### config.mk
export PLATFORM = sky130hd
export DESIGN_NAME = sleep_mode_controller
export DESIGN_NICKNAME = d
export VERILOG_FILES = /design/src/sleep_pkg.sv /design/src/wake_if.sv /design/src/level_qualifier.sv /design/src/startup_timer.sv /design/src/sleep_mode_controller.sv
export VERILOG_INCLUDE_DIRS = /design/src /design/src/src
export SDC_FILE = /design/constraint.sdc
export NUM_CORES = 1
export LEC_CHECK = 0
export ABC_AREA = 0
export BUFFER_PORTS_ARGS = -buffer_cell sky130_fd_sc_hd__buf_2
export CAP_MARGIN = 20
export CORE_ASPECT_RATIO = 1.2
export CORE_MARGIN = 8
export CORE_UTILIZATION = 47
export CTS_CLUSTER_DIAMETER = 30
export CTS_CLUSTER_SIZE = 24
export DETAILED_ROUTE_END_ITERATION = 10
export GPL_ROUTABILITY_DRIVEN = 0
export PLACE_DENSITY = 0.72
export SYNTH_ARGS = -nofsm -noshare
export SYNTH_HDL_FRONTEND = slang
export SYNTH_SLANG_ARGS = --single-unit
### constraint.sdc
create_clock -name MCLK -period 4.6 [get_ports MCLK]
set_clock_uncertainty 0.05 [all_clocks]
set_input_delay 0.46 -clock MCLK [delete_from_list [all_inputs] [get_ports MCLK]]
set_output_delay 0.46 -clock MCLK [all_outputs]
set_load 0.02 [all_outputs]
### src/sleep_map.svh
// Purpose : register offsets, field positions, reset values and timing counts
// Assumes : 32-bit AXI4-Lite data, one aligned word per register
// Notes   : definitions only
`ifndef SLEEP_MAP_SVH
`define SLEEP_MAP_SVH

// register byte offsets
`define OFS_CORE_CTRL     8'h00
`define OFS_COMP_CTRL     8'h04
`define OFS_WAKE_CFG      8'h08
`define OFS_SLEEP_STATUS  8'h0c

// core_control_register fields
`define BIT_SLEEP_ENABLE  5
`define BIT_SLEEP_KIND    4
`define CORE_CTRL_MASK    8'h3f
`define CORE_CTRL_RESET   8'h00
// sense control of the two external interrupts: 2'b00 means low level
`define ISC0_LSB          0
`define ISC1_LSB          2
`define SENSE_LOW_LEVEL   2'b00

// comparator_ctrl_status fields
`define BIT_COMP_DISABLE  7
`define COMP_CTRL_RESET   8'h00

// wake configuration: clock_source_fuses in bits 1:0
`define FUSE_LSB          0
`define FUSE_RESET        2'h0

// status fields
`define STAT_STATE_LSB    0
`define BIT_STAT_SKIP     4
`define BIT_STAT_RSTWAKE  5

// AXI responses
`define RESP_OKAY         2'b00
`define RESP_SLVERR       2'b10

// timing
`define MCLK_PERIOD_NS    50
`define WDOSC_PERIOD_NS   2700
`define WDOSC_CYC         (`WDOSC_PERIOD_NS / `MCLK_PERIOD_NS)
`define WDOSC_TWO_CYC     (2 * `WDOSC_CYC)
`define WD_QUAL_EDGES     2'd2

`endif

### src/sleep_pkg.sv
// Purpose : shared types of the sleep controller
// Assumes : nothing
// Notes   : states are one-hot
package sleep_pkg;

  typedef enum logic [3:0] {
    ST_ACTIVE  = 4'b0001,
    ST_IDLE    = 4'b0010,
    ST_PDOWN   = 4'b0100,
    ST_STARTUP = 4'b1000
  } sleep_state_t;

  typedef logic [15:0] cycle_count_t;
  typedef logic [1:0]  fuse_sel_t;

endpackage

### src/wake_if.sv
// Purpose : carrier between the controller, the level qualifier and the start-up timer
// Assumes : all on MCLK
// Notes   : none
`timescale 1ns/100ps
interface wake_if;
  import sleep_pkg::*;

  logic         arm;
  logic         level;
  logic         wd_tick;
  cycle_count_t wake_cycles;
  logic         qualified;
  logic         start;
  logic         done;

  modport ctl  (output arm, output level, output wd_tick, output wake_cycles,
                output start, input qualified, input done);
  modport qual (input arm, input level, input wd_tick, input wake_cycles,
                output qualified);
  modport tmr  (input start, input wake_cycles, output done);
endinterface

### src/level_qualifier.sv
// Purpose : qualifies a wake level held during power-down
// Assumes : level and wd_tick already synchronised
// Notes   : count restarts whenever the level drops
`timescale 1ns/100ps
`include "sleep_map.svh"
module level_qualifier (
  // clock and reset
  input  wire logic MCLK,
  input  wire logic NRST,
  // link to controller
  wake_if.qual      wk
);
  import sleep_pkg::*;

  logic [1:0]   wd_edges;
  cycle_count_t held;
  logic         short_wake;

  // wake period below two watchdog periods: the wake period is enough
  assign short_wake = (wk.wake_cycles < 16'(`WDOSC_TWO_CYC));

  always_ff @(posedge MCLK or negedge NRST) begin
    if (!NRST) begin
      wd_edges <= 2'd0;
      held     <= 16'h0000;
    end else if (!wk.arm || !wk.level) begin
      wd_edges <= 2'd0;
      held     <= 16'h0000;
    end else begin
      if (wk.wd_tick && wd_edges != `WD_QUAL_EDGES)
        wd_edges <= wd_edges + 2'd1;
      if (held != 16'hffff)
        held <= held + 16'h0001;
    end
  end

  assign wk.qualified = wk.arm && wk.level &&
                        ((wd_edges == `WD_QUAL_EDGES) ||
                         (short_wake && held >= wk.wake_cycles));
endmodule

### src/startup_timer.sv
// Purpose : counts the oscillator start-up delay after a power-down wake
// Assumes : start is a one-cycle pulse
// Notes   : done pulses once when the count runs out
`timescale 1ns/100ps
module startup_timer (
  // clock and reset
  input  wire logic MCLK,
  input  wire logic NRST,
  // link to controller
  wake_if.tmr       wk
);
  import sleep_pkg::*;

  cycle_count_t remain;
  logic         running;

  always_ff @(posedge MCLK or negedge NRST) begin
    if (!NRST) begin
      remain  <= 16'h0000;
      running <= 1'b0;
    end else if (wk.start) begin
      remain  <= (wk.wake_cycles > 16'h0001) ? wk.wake_cycles - 16'h0001 : 16'h0000;
      running <= 1'b1;
    end else if (running) begin
      if (remain == 16'h0000)
        running <= 1'b0;
      else
        remain <= remain - 16'h0001;
    end
  end

  assign wk.done = running && (remain == 16'h0000);
endmodule

### src/sleep_mode_controller.sv
// Purpose : idle and power-down sleep control with wake-up handling
// Assumes : SLEEP_EXEC, IRQ_REQ, COMP_IRQ, WDT_* come from logic on MCLK
// Notes   : pins EXT_INT_N, EXT_RESET_N, WDOSC pass two flip-flops first
//
// Overview of operation
// sleep instruction enters sleep only while sleep-enable is one.
// sleep-kind zero selects idle, one selects power-down.
// enabled interrupt wakes either sleep; handler runs, then code after sleep.
// sleep entry and exit leave all registers unchanged.
// any reset during sleep wakes to the reset vector.
// idle halts only the core; timers, watchdog, interrupts keep running.
// comparator-disable powers comparator down; its interrupt cannot wake.
// power-down stops the oscillator; external interrupts and watchdog keep going.
// power-down wakes on external reset, enabled watchdog reset, level interrupt.
// level qualifies after two watchdog cycles, or the shorter wake period.
// level gone before wake period ends: wake but skip the handler.
// power-down wake waits the fuse-selected clock-counting start-up period.
// watchdog oscillator nominal period is 2.7 us.
// waking level must be held longer than the reset time-out.
// sleep-enable bit 5, sleep-kind bit 4, read/write, cleared at reset.
// software should set sleep-enable just before the sleep instruction.
// idle wake resumes at once, without start-up delay.
`timescale 1ns/100ps
`include "sleep_map.svh"
module sleep_mode_controller #(
  parameter sleep_pkg::cycle_count_t STARTUP_CNT0 = 16'd16,
  parameter sleep_pkg::cycle_count_t STARTUP_CNT1 = 16'd1024,
  parameter sleep_pkg::cycle_count_t STARTUP_CNT2 = 16'd4096,
  parameter sleep_pkg::cycle_count_t STARTUP_CNT3 = 16'd16384
) (
  // clock and reset
  input  wire logic                   MCLK,
  input  wire logic                   NRST,
  // AXI4-Lite write address and data
  input  wire logic [7:0]             S_AXI_AWADDR,
  input  wire logic                   S_AXI_AWVALID,
  output      logic                   S_AXI_AWREADY,
  input  wire logic [31:0]            S_AXI_WDATA,
  input  wire logic [3:0]             S_AXI_WSTRB,
  input  wire logic                   S_AXI_WVALID,
  output      logic                   S_AXI_WREADY,
  // AXI4-Lite write response
  output      logic [1:0]             S_AXI_BRESP,
  output      logic                   S_AXI_BVALID,
  input  wire logic                   S_AXI_BREADY,
  // AXI4-Lite read
  input  wire logic [7:0]             S_AXI_ARADDR,
  input  wire logic                   S_AXI_ARVALID,
  output      logic                   S_AXI_ARREADY,
  output      logic [31:0]            S_AXI_RDATA,
  output      logic [1:0]             S_AXI_RRESP,
  output      logic                   S_AXI_RVALID,
  input  wire logic                   S_AXI_RREADY,
  // core side
  input  wire logic                   SLEEP_EXEC,
  output      logic                   CORE_HALT,
  output      logic                   RESUME,
  output      logic                   HANDLER_SKIP,
  output      logic                   RESET_WAKE,
  // interrupt and watchdog side
  input  wire logic                   IRQ_REQ,
  input  wire logic                   COMP_IRQ,
  input  wire logic [1:0]             INT_ENABLE,
  input  wire logic                   WDT_ENABLE,
  input  wire logic                   WDT_RESET,
  // pins
  input  wire logic [1:0]             EXT_INT_N,
  input  wire logic                   EXT_RESET_N,
  input  wire logic                   WDOSC,
  // power control
  output      logic                   OSC_STOP,
  output      logic                   COMP_POWER_DOWN,
  output      sleep_pkg::sleep_state_t STATE
);
  import sleep_pkg::*;

  ////////////////////////////////////////////////////////////////////////////
  // registers and state

  logic [7:0]   core_ctrl;
  logic [7:0]   comp_ctrl;
  fuse_sel_t    fuse_sel;
  sleep_state_t state;
  sleep_state_t next_state;
  logic         skip_last;
  logic         rst_wake_last;
  logic         rst_pending;
  logic         level_lost;

  wake_if wk ();

  ////////////////////////////////////////////////////////////////////////////
  // helpers

  function automatic cycle_count_t startup_cycles(input fuse_sel_t sel);
    case (sel)
      2'd0:    startup_cycles = STARTUP_CNT0;
      2'd1:    startup_cycles = STARTUP_CNT1;
      2'd2:    startup_cycles = STARTUP_CNT2;
      default: startup_cycles = STARTUP_CNT3;
    endcase
  endfunction

  function automatic logic reg_hit(input logic [7:0] addr, input logic [7:0] ofs);
    reg_hit = (addr[7:2] == ofs[7:2]);
  endfunction

  ////////////////////////////////////////////////////////////////////////////
  // pin synchronisers

  logic [1:0] int_meta;
  logic [1:0] int_sync;
  logic       rst_meta;
  logic       rst_sync;
  logic       wd_meta;
  logic       wd_sync;
  logic       wd_prev;

  always_ff @(posedge MCLK or negedge NRST) begin
    if (!NRST) begin
      int_meta <= 2'b11;
      int_sync <= 2'b11;
      rst_meta <= 1'b1;
      rst_sync <= 1'b1;
      wd_meta  <= 1'b0;
      wd_sync  <= 1'b0;
      wd_prev  <= 1'b0;
    end else begin
      int_meta <= EXT_INT_N;
      int_sync <= int_meta;
      rst_meta <= EXT_RESET_N;
      rst_sync <= rst_meta;
      wd_meta  <= WDOSC;
      wd_sync  <= wd_meta;
      wd_prev  <= wd_sync;
    end
  end

  ////////////////////////////////////////////////////////////////////////////
  // wake sources

  logic level_req;
  logic idle_wake;
  logic pd_reset;
  logic any_reset;

  // of the interrupts, only low-level sensed, enabled external interrupts wake power-down
  assign level_req =
    (INT_ENABLE[0] && !int_sync[0] &&
     core_ctrl[`ISC0_LSB +: 2] == `SENSE_LOW_LEVEL) ||
    (INT_ENABLE[1] && !int_sync[1] &&
     core_ctrl[`ISC1_LSB +: 2] == `SENSE_LOW_LEVEL);

  // comparator request is blocked while the comparator is powered down
  assign idle_wake = IRQ_REQ ||
                     (COMP_IRQ && !comp_ctrl[`BIT_COMP_DISABLE]);
  assign any_reset = !rst_sync || WDT_RESET;
  assign pd_reset  = !rst_sync || (WDT_RESET && WDT_ENABLE);

  assign wk.arm         = (state == ST_PDOWN);
  assign wk.level       = level_req;
  assign wk.wd_tick     = wd_sync && !wd_prev;
  assign wk.wake_cycles = startup_cycles(fuse_sel);
  assign wk.start       = (state == ST_PDOWN) && (pd_reset || wk.qualified);

  level_qualifier u_qual (
    .MCLK (MCLK),
    .NRST (NRST),
    .wk   (wk.qual)
  );

  startup_timer u_timer (
    .MCLK (MCLK),
    .NRST (NRST),
    .wk   (wk.tmr)
  );

  ////////////////////////////////////////////////////////////////////////////
  // sleep state machine

  always_comb begin
    next_state = state;
    case (state)
      ST_ACTIVE: begin
        if (SLEEP_EXEC && core_ctrl[`BIT_SLEEP_ENABLE]) begin
          if (core_ctrl[`BIT_SLEEP_KIND])
            next_state = ST_PDOWN;
          else
            next_state = ST_IDLE;
        end
      end
      ST_IDLE: begin
        if (any_reset || idle_wake)
          next_state = ST_ACTIVE;
      end
      ST_PDOWN: begin
        // a level qualifies after two watchdog edges, or after a wake period shorter than two watchdog periods
        if (wk.start)
          next_state = ST_STARTUP;
      end
      ST_STARTUP: begin
        if (wk.done)
          next_state = ST_ACTIVE;
      end
      default: next_state = ST_ACTIVE;
    endcase
  end

  always_ff @(posedge MCLK or negedge NRST) begin
    if (!NRST)
      state <= ST_ACTIVE;
    else
      state <= next_state;
  end

  // reset cause and level presence during the start-up wait
  always_ff @(posedge MCLK or negedge NRST) begin
    if (!NRST) begin
      rst_pending <= 1'b0;
      level_lost  <= 1'b0;
    end else if (wk.start) begin
      rst_pending <= pd_reset;
      level_lost  <= !pd_reset && !level_req;
    end else if (state == ST_STARTUP) begin
      if (pd_reset)
        rst_pending <= 1'b1;
      if (!level_req)
        level_lost <= 1'b1;
    end
  end

  ////////////////////////////////////////////////////////////////////////////
  // core side outputs

  logic leave_idle;
  logic leave_start;

  assign leave_idle  = (state == ST_IDLE) && (any_reset || idle_wake);
  assign leave_start = (state == ST_STARTUP) && wk.done;

  always_ff @(posedge MCLK or negedge NRST) begin
    if (!NRST) begin
      CORE_HALT       <= 1'b0;
      OSC_STOP        <= 1'b0;
      COMP_POWER_DOWN <= 1'b0;
      RESUME          <= 1'b0;
      HANDLER_SKIP    <= 1'b0;
      RESET_WAKE      <= 1'b0;
      STATE           <= ST_ACTIVE;
    end else begin
      CORE_HALT       <= (next_state != ST_ACTIVE);
      OSC_STOP        <= (next_state == ST_PDOWN);
      COMP_POWER_DOWN <= comp_ctrl[`BIT_COMP_DISABLE];
      STATE           <= next_state;
      // resume after sleep keeps all core state, the core just continues
      RESUME          <= (leave_idle && !any_reset) ||
                         (leave_start && !rst_pending && !pd_reset);
      HANDLER_SKIP    <= leave_start && !rst_pending && !pd_reset &&
                         (level_lost || !level_req);
      RESET_WAKE      <= (leave_idle && any_reset) ||
                         (leave_start && (rst_pending || pd_reset));
    end
  end

  always_ff @(posedge MCLK or negedge NRST) begin
    if (!NRST) begin
      skip_last     <= 1'b0;
      rst_wake_last <= 1'b0;
    end else if (leave_start || leave_idle) begin
      skip_last     <= leave_start && !rst_pending && !pd_reset &&
                       (level_lost || !level_req);
      rst_wake_last <= leave_idle ? any_reset : (rst_pending || pd_reset);
    end
  end

  ////////////////////////////////////////////////////////////////////////////
  // AXI4-Lite write channel

  logic        aw_held;
  logic [7:0]  aw_addr;
  logic        w_held;
  logic [31:0] w_data;
  logic        w_lane0;
  logic        do_write;

  assign S_AXI_AWREADY = !aw_held && !S_AXI_BVALID;
  assign S_AXI_WREADY  = !w_held && !S_AXI_BVALID;
  assign do_write      = aw_held && w_held && !S_AXI_BVALID;

  always_ff @(posedge MCLK or negedge NRST) begin
    if (!NRST) begin
      aw_held <= 1'b0;
      aw_addr <= 8'h00;
      w_held  <= 1'b0;
      w_data  <= 32'h0000_0000;
      w_lane0 <= 1'b0;
    end else begin
      if (S_AXI_AWVALID && S_AXI_AWREADY) begin
        aw_held <= 1'b1;
        aw_addr <= S_AXI_AWADDR;
      end else if (do_write) begin
        aw_held <= 1'b0;
      end
      if (S_AXI_WVALID && S_AXI_WREADY) begin
        w_held  <= 1'b1;
        w_data  <= S_AXI_WDATA;
        w_lane0 <= S_AXI_WSTRB[0];
      end else if (do_write) begin
        w_held <= 1'b0;
      end
    end
  end

  always_ff @(posedge MCLK or negedge NRST) begin
    if (!NRST) begin
      S_AXI_BVALID <= 1'b0;
      S_AXI_BRESP  <= `RESP_OKAY;
    end else if (do_write) begin
      S_AXI_BVALID <= 1'b1;
      if (reg_hit(aw_addr, `OFS_CORE_CTRL) || reg_hit(aw_addr, `OFS_COMP_CTRL) ||
          reg_hit(aw_addr, `OFS_WAKE_CFG) || reg_hit(aw_addr, `OFS_SLEEP_STATUS))
        S_AXI_BRESP <= `RESP_OKAY;
      else
        S_AXI_BRESP <= `RESP_SLVERR;
    end else if (S_AXI_BREADY) begin
      S_AXI_BVALID <= 1'b0;
    end
  end

  // control registers; sleeping never touches them
  always_ff @(posedge MCLK or negedge NRST) begin
    if (!NRST) begin
      core_ctrl <= `CORE_CTRL_RESET;
      comp_ctrl <= `COMP_CTRL_RESET;
      fuse_sel  <= `FUSE_RESET;
    end else if (do_write && w_lane0) begin
      if (reg_hit(aw_addr, `OFS_CORE_CTRL))
        core_ctrl <= w_data[7:0] & `CORE_CTRL_MASK;
      if (reg_hit(aw_addr, `OFS_COMP_CTRL))
        comp_ctrl <= {w_data[`BIT_COMP_DISABLE], 7'h00};
      if (reg_hit(aw_addr, `OFS_WAKE_CFG))
        fuse_sel <= w_data[`FUSE_LSB +: 2];
    end
  end

  ////////////////////////////////////////////////////////////////////////////
  // AXI4-Lite read channel

  logic [31:0] rd_word;
  logic        rd_ok;

  assign S_AXI_ARREADY = !S_AXI_RVALID;

  always_comb begin
    rd_word = 32'h0000_0000;
    rd_ok   = 1'b1;
    if (reg_hit(S_AXI_ARADDR, `OFS_CORE_CTRL))
      rd_word[7:0] = core_ctrl;
    else if (reg_hit(S_AXI_ARADDR, `OFS_COMP_CTRL))
      rd_word[7:0] = comp_ctrl;
    else if (reg_hit(S_AXI_ARADDR, `OFS_WAKE_CFG))
      rd_word[`FUSE_LSB +: 2] = fuse_sel;
    else if (reg_hit(S_AXI_ARADDR, `OFS_SLEEP_STATUS)) begin
      rd_word[`STAT_STATE_LSB +: 4] = state;
      rd_word[`BIT_STAT_SKIP]       = skip_last;
      rd_word[`BIT_STAT_RSTWAKE]    = rst_wake_last;
    end else
      rd_ok = 1'b0;
  end

  always_ff @(posedge MCLK or negedge NRST) begin
    if (!NRST) begin
      S_AXI_RVALID <= 1'b0;
      S_AXI_RDATA  <= 32'h0000_0000;
      S_AXI_RRESP  <= `RESP_OKAY;
    end else if (S_AXI_ARVALID && S_AXI_ARREADY) begin
      S_AXI_RVALID <= 1'b1;
      S_AXI_RDATA  <= rd_word;
      S_AXI_RRESP  <= rd_ok ? `RESP_OKAY : `RESP_SLVERR;
    end else if (S_AXI_RREADY) begin
      S_AXI_RVALID <= 1'b0;
    end
  end

endmodule

After elaboration in Yosys (flattened, before gate mapping). Index checks and enable logic that the tools add are counted.

Add/subtract/negate cells: 4. Magnitude comparators: 3. Equality and inequality tests: 19. Mux-type cells: 44. Reductions and logical operators: 82.

Operators with widths (number): $mux 16 (6); $pmux 15 s3 (1); $logic_and 1x1->1 (31); $eq 6x2->1 const B (4); $mux 1 (21); $mux 4 (5); $reduce_bool 2->1 (9); $add 16x1->16 const B (1); $ge 16x15->1 (1); $logic_not 16->1 (1); $logic_or 1x1->1 (16); $ne 16x16->1 const B (1); $pmux 4 s4 (1); $sub 15x1->16 const B (1); $sub 16x1->16 const B (1); $gt 15x1->1 const B (1); $lt 15x7->1 const B (1); $logic_not 1->1 (14); $eq 6x1->1 const B (2); $logic_not 6->1 (2); $mux 2 (6); $mux 6 (2); $reduce_and 2->1 (6); $eq 4x3->1 const B (2); 12 further kinds (16).

Register bits: 100. Bits of input ports: 70. Output and inout bits: 51. Word-level logic and storage cells: 187.

Logic depth before layout (Yosys ltp).
Word-level depth: 11. Mapped depth: 8. Mapped depth without buffers: 7.

Hierarchy. A second synthesis with hierarchy kept.

Cells, all modules: 542. Area, all modules: 5479.0 µm².

Modules (own cells, without submodules): sleep_mode_controller (instances 1, cells an instance 226, area each 2740.1 µm², seq. area each 1485.2 µm²); level_qualifier (instances 1, cells an instance 170, area each 1441.4 µm², seq. area each 450.4 µm²); startup_timer (instances 1, cells an instance 146, area each 1297.5 µm², seq. area each 425.4 µm²).

Worst setup path before layout. No wires, ideal clock.

Kind: reg-to-reg. Start point: register fuse_sel[1]. End point: register u_timer.remain[11]. Library setup time: 0.125 ns. Arrival time: 2.534 ns. Required time: 4.425 ns. Slack: 1.891 ns. Cell stages (with the launch flop): 8. Path buffers: 0. Clock period less this slack: 2.709 ns. Cells stage by stage: dfrtp_1 -> nor2_1 -> ha_1 -> or4b_4 -> o31ai_4 -> a211oi_2 -> a221oi_4 -> mux2_4.

Cells in the longest elaborated chain, start to end: 10. Elaborated cells on any way between the ends: 18. Those cells by class: add/sub (1); order compare (3); eq/ne (3); mux (3); reduce/logical (8).

RTL lines: start: declaration (line sleep_mode_controller.sv:82) `fuse_sel_t fuse_sel;`; start signal: assignment (line sleep_mode_controller.sv:335) `` fuse_sel <= `FUSE_RESET; ``; start signal: assignment (line sleep_mode_controller.sv:342) `` fuse_sel <= w_data[`FUSE_LSB +: 2]; ``; $eq 2x2->1, or another cell as far along (line sleep_mode_controller.sv:96) `case (sel)`; $pmux 15 s3 * (line sleep_mode_controller.sv:96); $ge 16x15->1 or $lt 15x7->1 (tied branches) (line level_qualifier.sv:39, level_qualifier.sv:20); $logic_and 1x1->1 (line level_qualifier.sv:39) `(short_wake && held >= wk.wake_cycles));`; $logic_or 1x1->1 (line level_qualifier.sv:38) `` ((wd_edges == `WD_QUAL_EDGES) || ``; $logic_and 1x1->1 (line level_qualifier.sv:37) `assign wk.qualified = wk.arm && wk.level &&`; $logic_or 1x1->1 (line sleep_mode_controller.sv:164) `assign wk.start = (state == ST_PDOWN) && (pd_reset || wk.qualified);`; $logic_and 1x1->1 (line sleep_mode_controller.sv:164); $ne 2x1->1 (no source line) or $reduce_bool 2->1 (tied branches); $reduce_and 2->1 (no source line); end signal: assignment (line startup_timer.sv:22) `remain <= (wk.wake_cycles > 16'h0001) ? wk.wake_cycles - 16'h0001 : 16'h0000;`; end signal: assignment (line startup_timer.sv:28) `remain <= remain - 16'h0001;`; end: declaration (line startup_timer.sv:14) `cycle_count_t remain;`.

Every way passes the cells marked *; elsewhere a longest branch is shown, timed or not. A chain may end at the register's enable or synchronous reset.

Final worst setup path. Same ends and word-level chain as after synthesis.

==> results.sh <==
export IMPL_final_util_pct=53.79
export IMPL_fin_setup_tns_ns=0
export IMPL_final_nets=581
export IMPL_synth_cell_area_mm2=0.004710
export IMPL_clk_pin_slew_ns=0.07
export IMPL_grt_ovfl_total=0
export IMPL_area_growth_pct=13.18
export IMPL_syn_area_per_cell_um2=10.80
export IMPL_slew_headroom_pct=32.23
export IMPL_final_cell_mix="dfrtp_1 (87), buf_2 (60), nor2_1 (49)"
export IMPL_worst_pin_slew_ns=1.017
export IMPL_worstSkewPairLatency_ns=0.34
export IMPL_drtIter0Drc=105
export IMPL_slew_violations=0
export IMPL_fp_dieW_um=107.4
export IMPL_drc_errors=0
export IMPL_critPathMaxFanout=19
export IMPL_regArea_mm2=0.002361
export IMPL_status="finished, final reports clean"
export IMPL_required_ns=4.78
export IMPL_endpoint_kind="flop"
export IMPL_grt_max_degree=57
export IMPL_synthCells=436
export IMPL_cts_sinks=94
export IMPL_min_period_over_period_pct=73.64
export IMPL_crit_type="reg -> reg"
export IMPL_synth_edf_count=0
export IMPL_io_pins=121
export IMPL_rr_endpoint="u_timer.remain[11]"
export IMPL_cp_arrival_ns=3.56
export IMPL_dpl_hpwl_um=7145
export IMPL_max_clock_freq_mhz=295.2
export IMPL_grt_use_total_pct=14.60
export IMPL_hold_class="in -> async"
export IMPL_antenna_cells=0
export IMPL_wl_per_cell_um=14.98
export IMPL_worstSetupStartpointType="flop"
export IMPL_vias=3357
export IMPL_drv_cap=0
export IMPL_chipHeight_um=125.7
export IMPL_placed_area_mm2=0.005044
export IMPL_antenna_found_initial=0
export IMPL_cts_tree="built"
export IMPL_ant_nets=0
export IMPL_grt_pass1_wl_um=16170
export IMPL_fin_area_mm2=0.005330
export IMPL_first_pass_iters=4
export IMPL_hold_viol=0
export IMPL_power_per_cell_area_mw_per_mm2=433.8
export IMPL_clockBufferDepth=2
export IMPL_row_count=40
export IMPL_ys_dominant_reg_cell="dfrtp_1"
export IMPL_final_common_cell="dfrtp_1"
export IMPL_r2r_start="fuse_sel[1]"
export IMPL_postCtsHoldBufs=0
export IMPL_initial_core_util_pct=47.53
export IMPL_htree_levels=3
export IMPL_drive_gt1_share_pct=23.72
export IMPL_cts_resized=0
export IMPL_yosys_register_bits=94
export IMPL_ys_types=55
export IMPL_yosysWarnings=0
export IMPL_seq_area_frac_synth_pct=50.13
export IMPL_rsz0062_at_grt="no"
export IMPL_synthArstFlopShare_pct=100.0
export IMPL_final_setup_viol_count=0
export IMPL_post_cts_buffers=0
export IMPL_io_buffers=61
export IMPL_grt_pass1_vias=3425
export IMPL_nFillCells=881
export IMPL_reg2reg_depth=7
export IMPL_leakage_nw=2.453
export IMPL_cts_buffers=9
export IMPL_reg2reg_slack_ns=1.21
export IMPL_dieArea_mm2=0.01349
export IMPL_cts_root_buf="clkbuf_16"
export IMPL_min_period_ns=3.387
export IMPL_via_per_inst=5.312
export IMPL_wirelength_um=9468
export IMPL_ir_worst_vdd_v=0.0002288
export IMPL_core_mm2=0.009910
export IMPL_multi_input_area_mm2=0.002153
==> final cells by class <==
class | instances | share of cell area [%]
clock buffers | 9 | 4.225
clock inverters | 7 | 1.150
inverters | 15 | 1.056
multi-input cells | 319 | 40.40
flip-flops and latches | 94 | 44.30
well taps | 126 | 2.958
repair buffers | 62 | 5.915
==> routing by layer <==
layer | track usage (%) | part of all wire [%] | up-vias
met1 | 17.93 | 43 | 1641
met4 | 5.646 | 1.4 | 0
met3 | 3.163 | 4.8 | 11
met5 | 0 | 0 | -
li1 | - | - | 1635
met2 | 24.29 | 51 | 70
==> synthesized netlist by cell type, types with 6 or more instances <==
master	n	area (um^2)
dfrtp_1	87	2177
nor2_1	49	183.9
nand2_1	28	105.1
buf_4	27	202.7
mux2_2	23	259.0
nand3_1	17	85.08
inv_1	15	56.30
mux2i_1	14	140.1
nor3_1	14	70.07
xnor2_1	12	105.1
ha_1	10	125.1
nor4_1	10	62.56
o21ai_0	10	50.05
xor2_1	10	87.58
a21oi_1	9	45.04
dfstp_2	7	183.9
and3_1	6	37.54
clkbuf_1	6	22.52
nand4_1	6	37.54
==> how the worst max path moves through the flow <==
stage,start,to,slack [ns]
after detailed placement,fuse_sel[1],u_timer.remain[11],1.17
after global routing,fuse_sel[1],u_timer.remain[11],0.91
after CTS,fuse_sel[1],u_timer.remain[11],1.14
after floorplan,fuse_sel[1],u_timer.remain[11],1.89
final,fuse_sel[1],u_timer.remain[11],1.21
after global placement,fuse_sel[1],u_timer.remain[11],1.27
==> cells by family after synthesis <==
kind of cell             after synthesis  synth area share (%)
adder cells (fa/ha/maj)               10                 2.657
AND/OR/NAND/NOR                      165                 18.86
buffers and inverters                 49                 6.217
XOR/XNOR                              22                 4.091
other                                  1               0.07963
AO/OA/AOI/OAI                         57                 9.166
multiplexers                          38                 8.794
flip-flops                            94                 50.13
==> power by group <==
group          internal [mW]  switching (mW)  total, mW
Sequential             0.978           0.120       1.10
Combinational          0.228           0.277      0.505
Clock                  0.378           0.331      0.709
Total                   1.58           0.729       2.31
==> registers in the layout, summed over array words and instances (netlist names), 2 cells and up <==
signal and cells:
int_sync 2, S_AXI_RDATA 7, STATE 4, int_meta 2, core_ctrl 6, u_timer.remain 16
aw_addr 6, fuse_sel 2, w_data 7, u_qual.held 16, u_qual.wd_edges 2
==> critical path: stages, from the launching register on <==
cell,delay (ns)
dfrtp_1,0.43
nor2_1,0.54
ha_1,0.25
or4b_4,0.47
o31ai_4,0.23
a211oi_2,0.14
a221oi_4,0.80
mux2_4,0.35
==> per-stage QoR <==
step | worst slack (ns) | cells | total power, mW | hold slack (ns)
after floorplan | 1.891 | 462 | 1.476 | 0.1144
after global placement | 1.271 | 616 | 1.601 | 0.2861
after detailed placement | 1.166 | 616 | 1.626 | 0.2957
after CTS | 1.137 | 632 | 2.343 | 0.03885
after global routing | 0.9124 | 632 | 2.445 | 0.06094
final | 1.213 | 632 | 2.312 | 0.02876
Power figures use the tool's default switching activity.
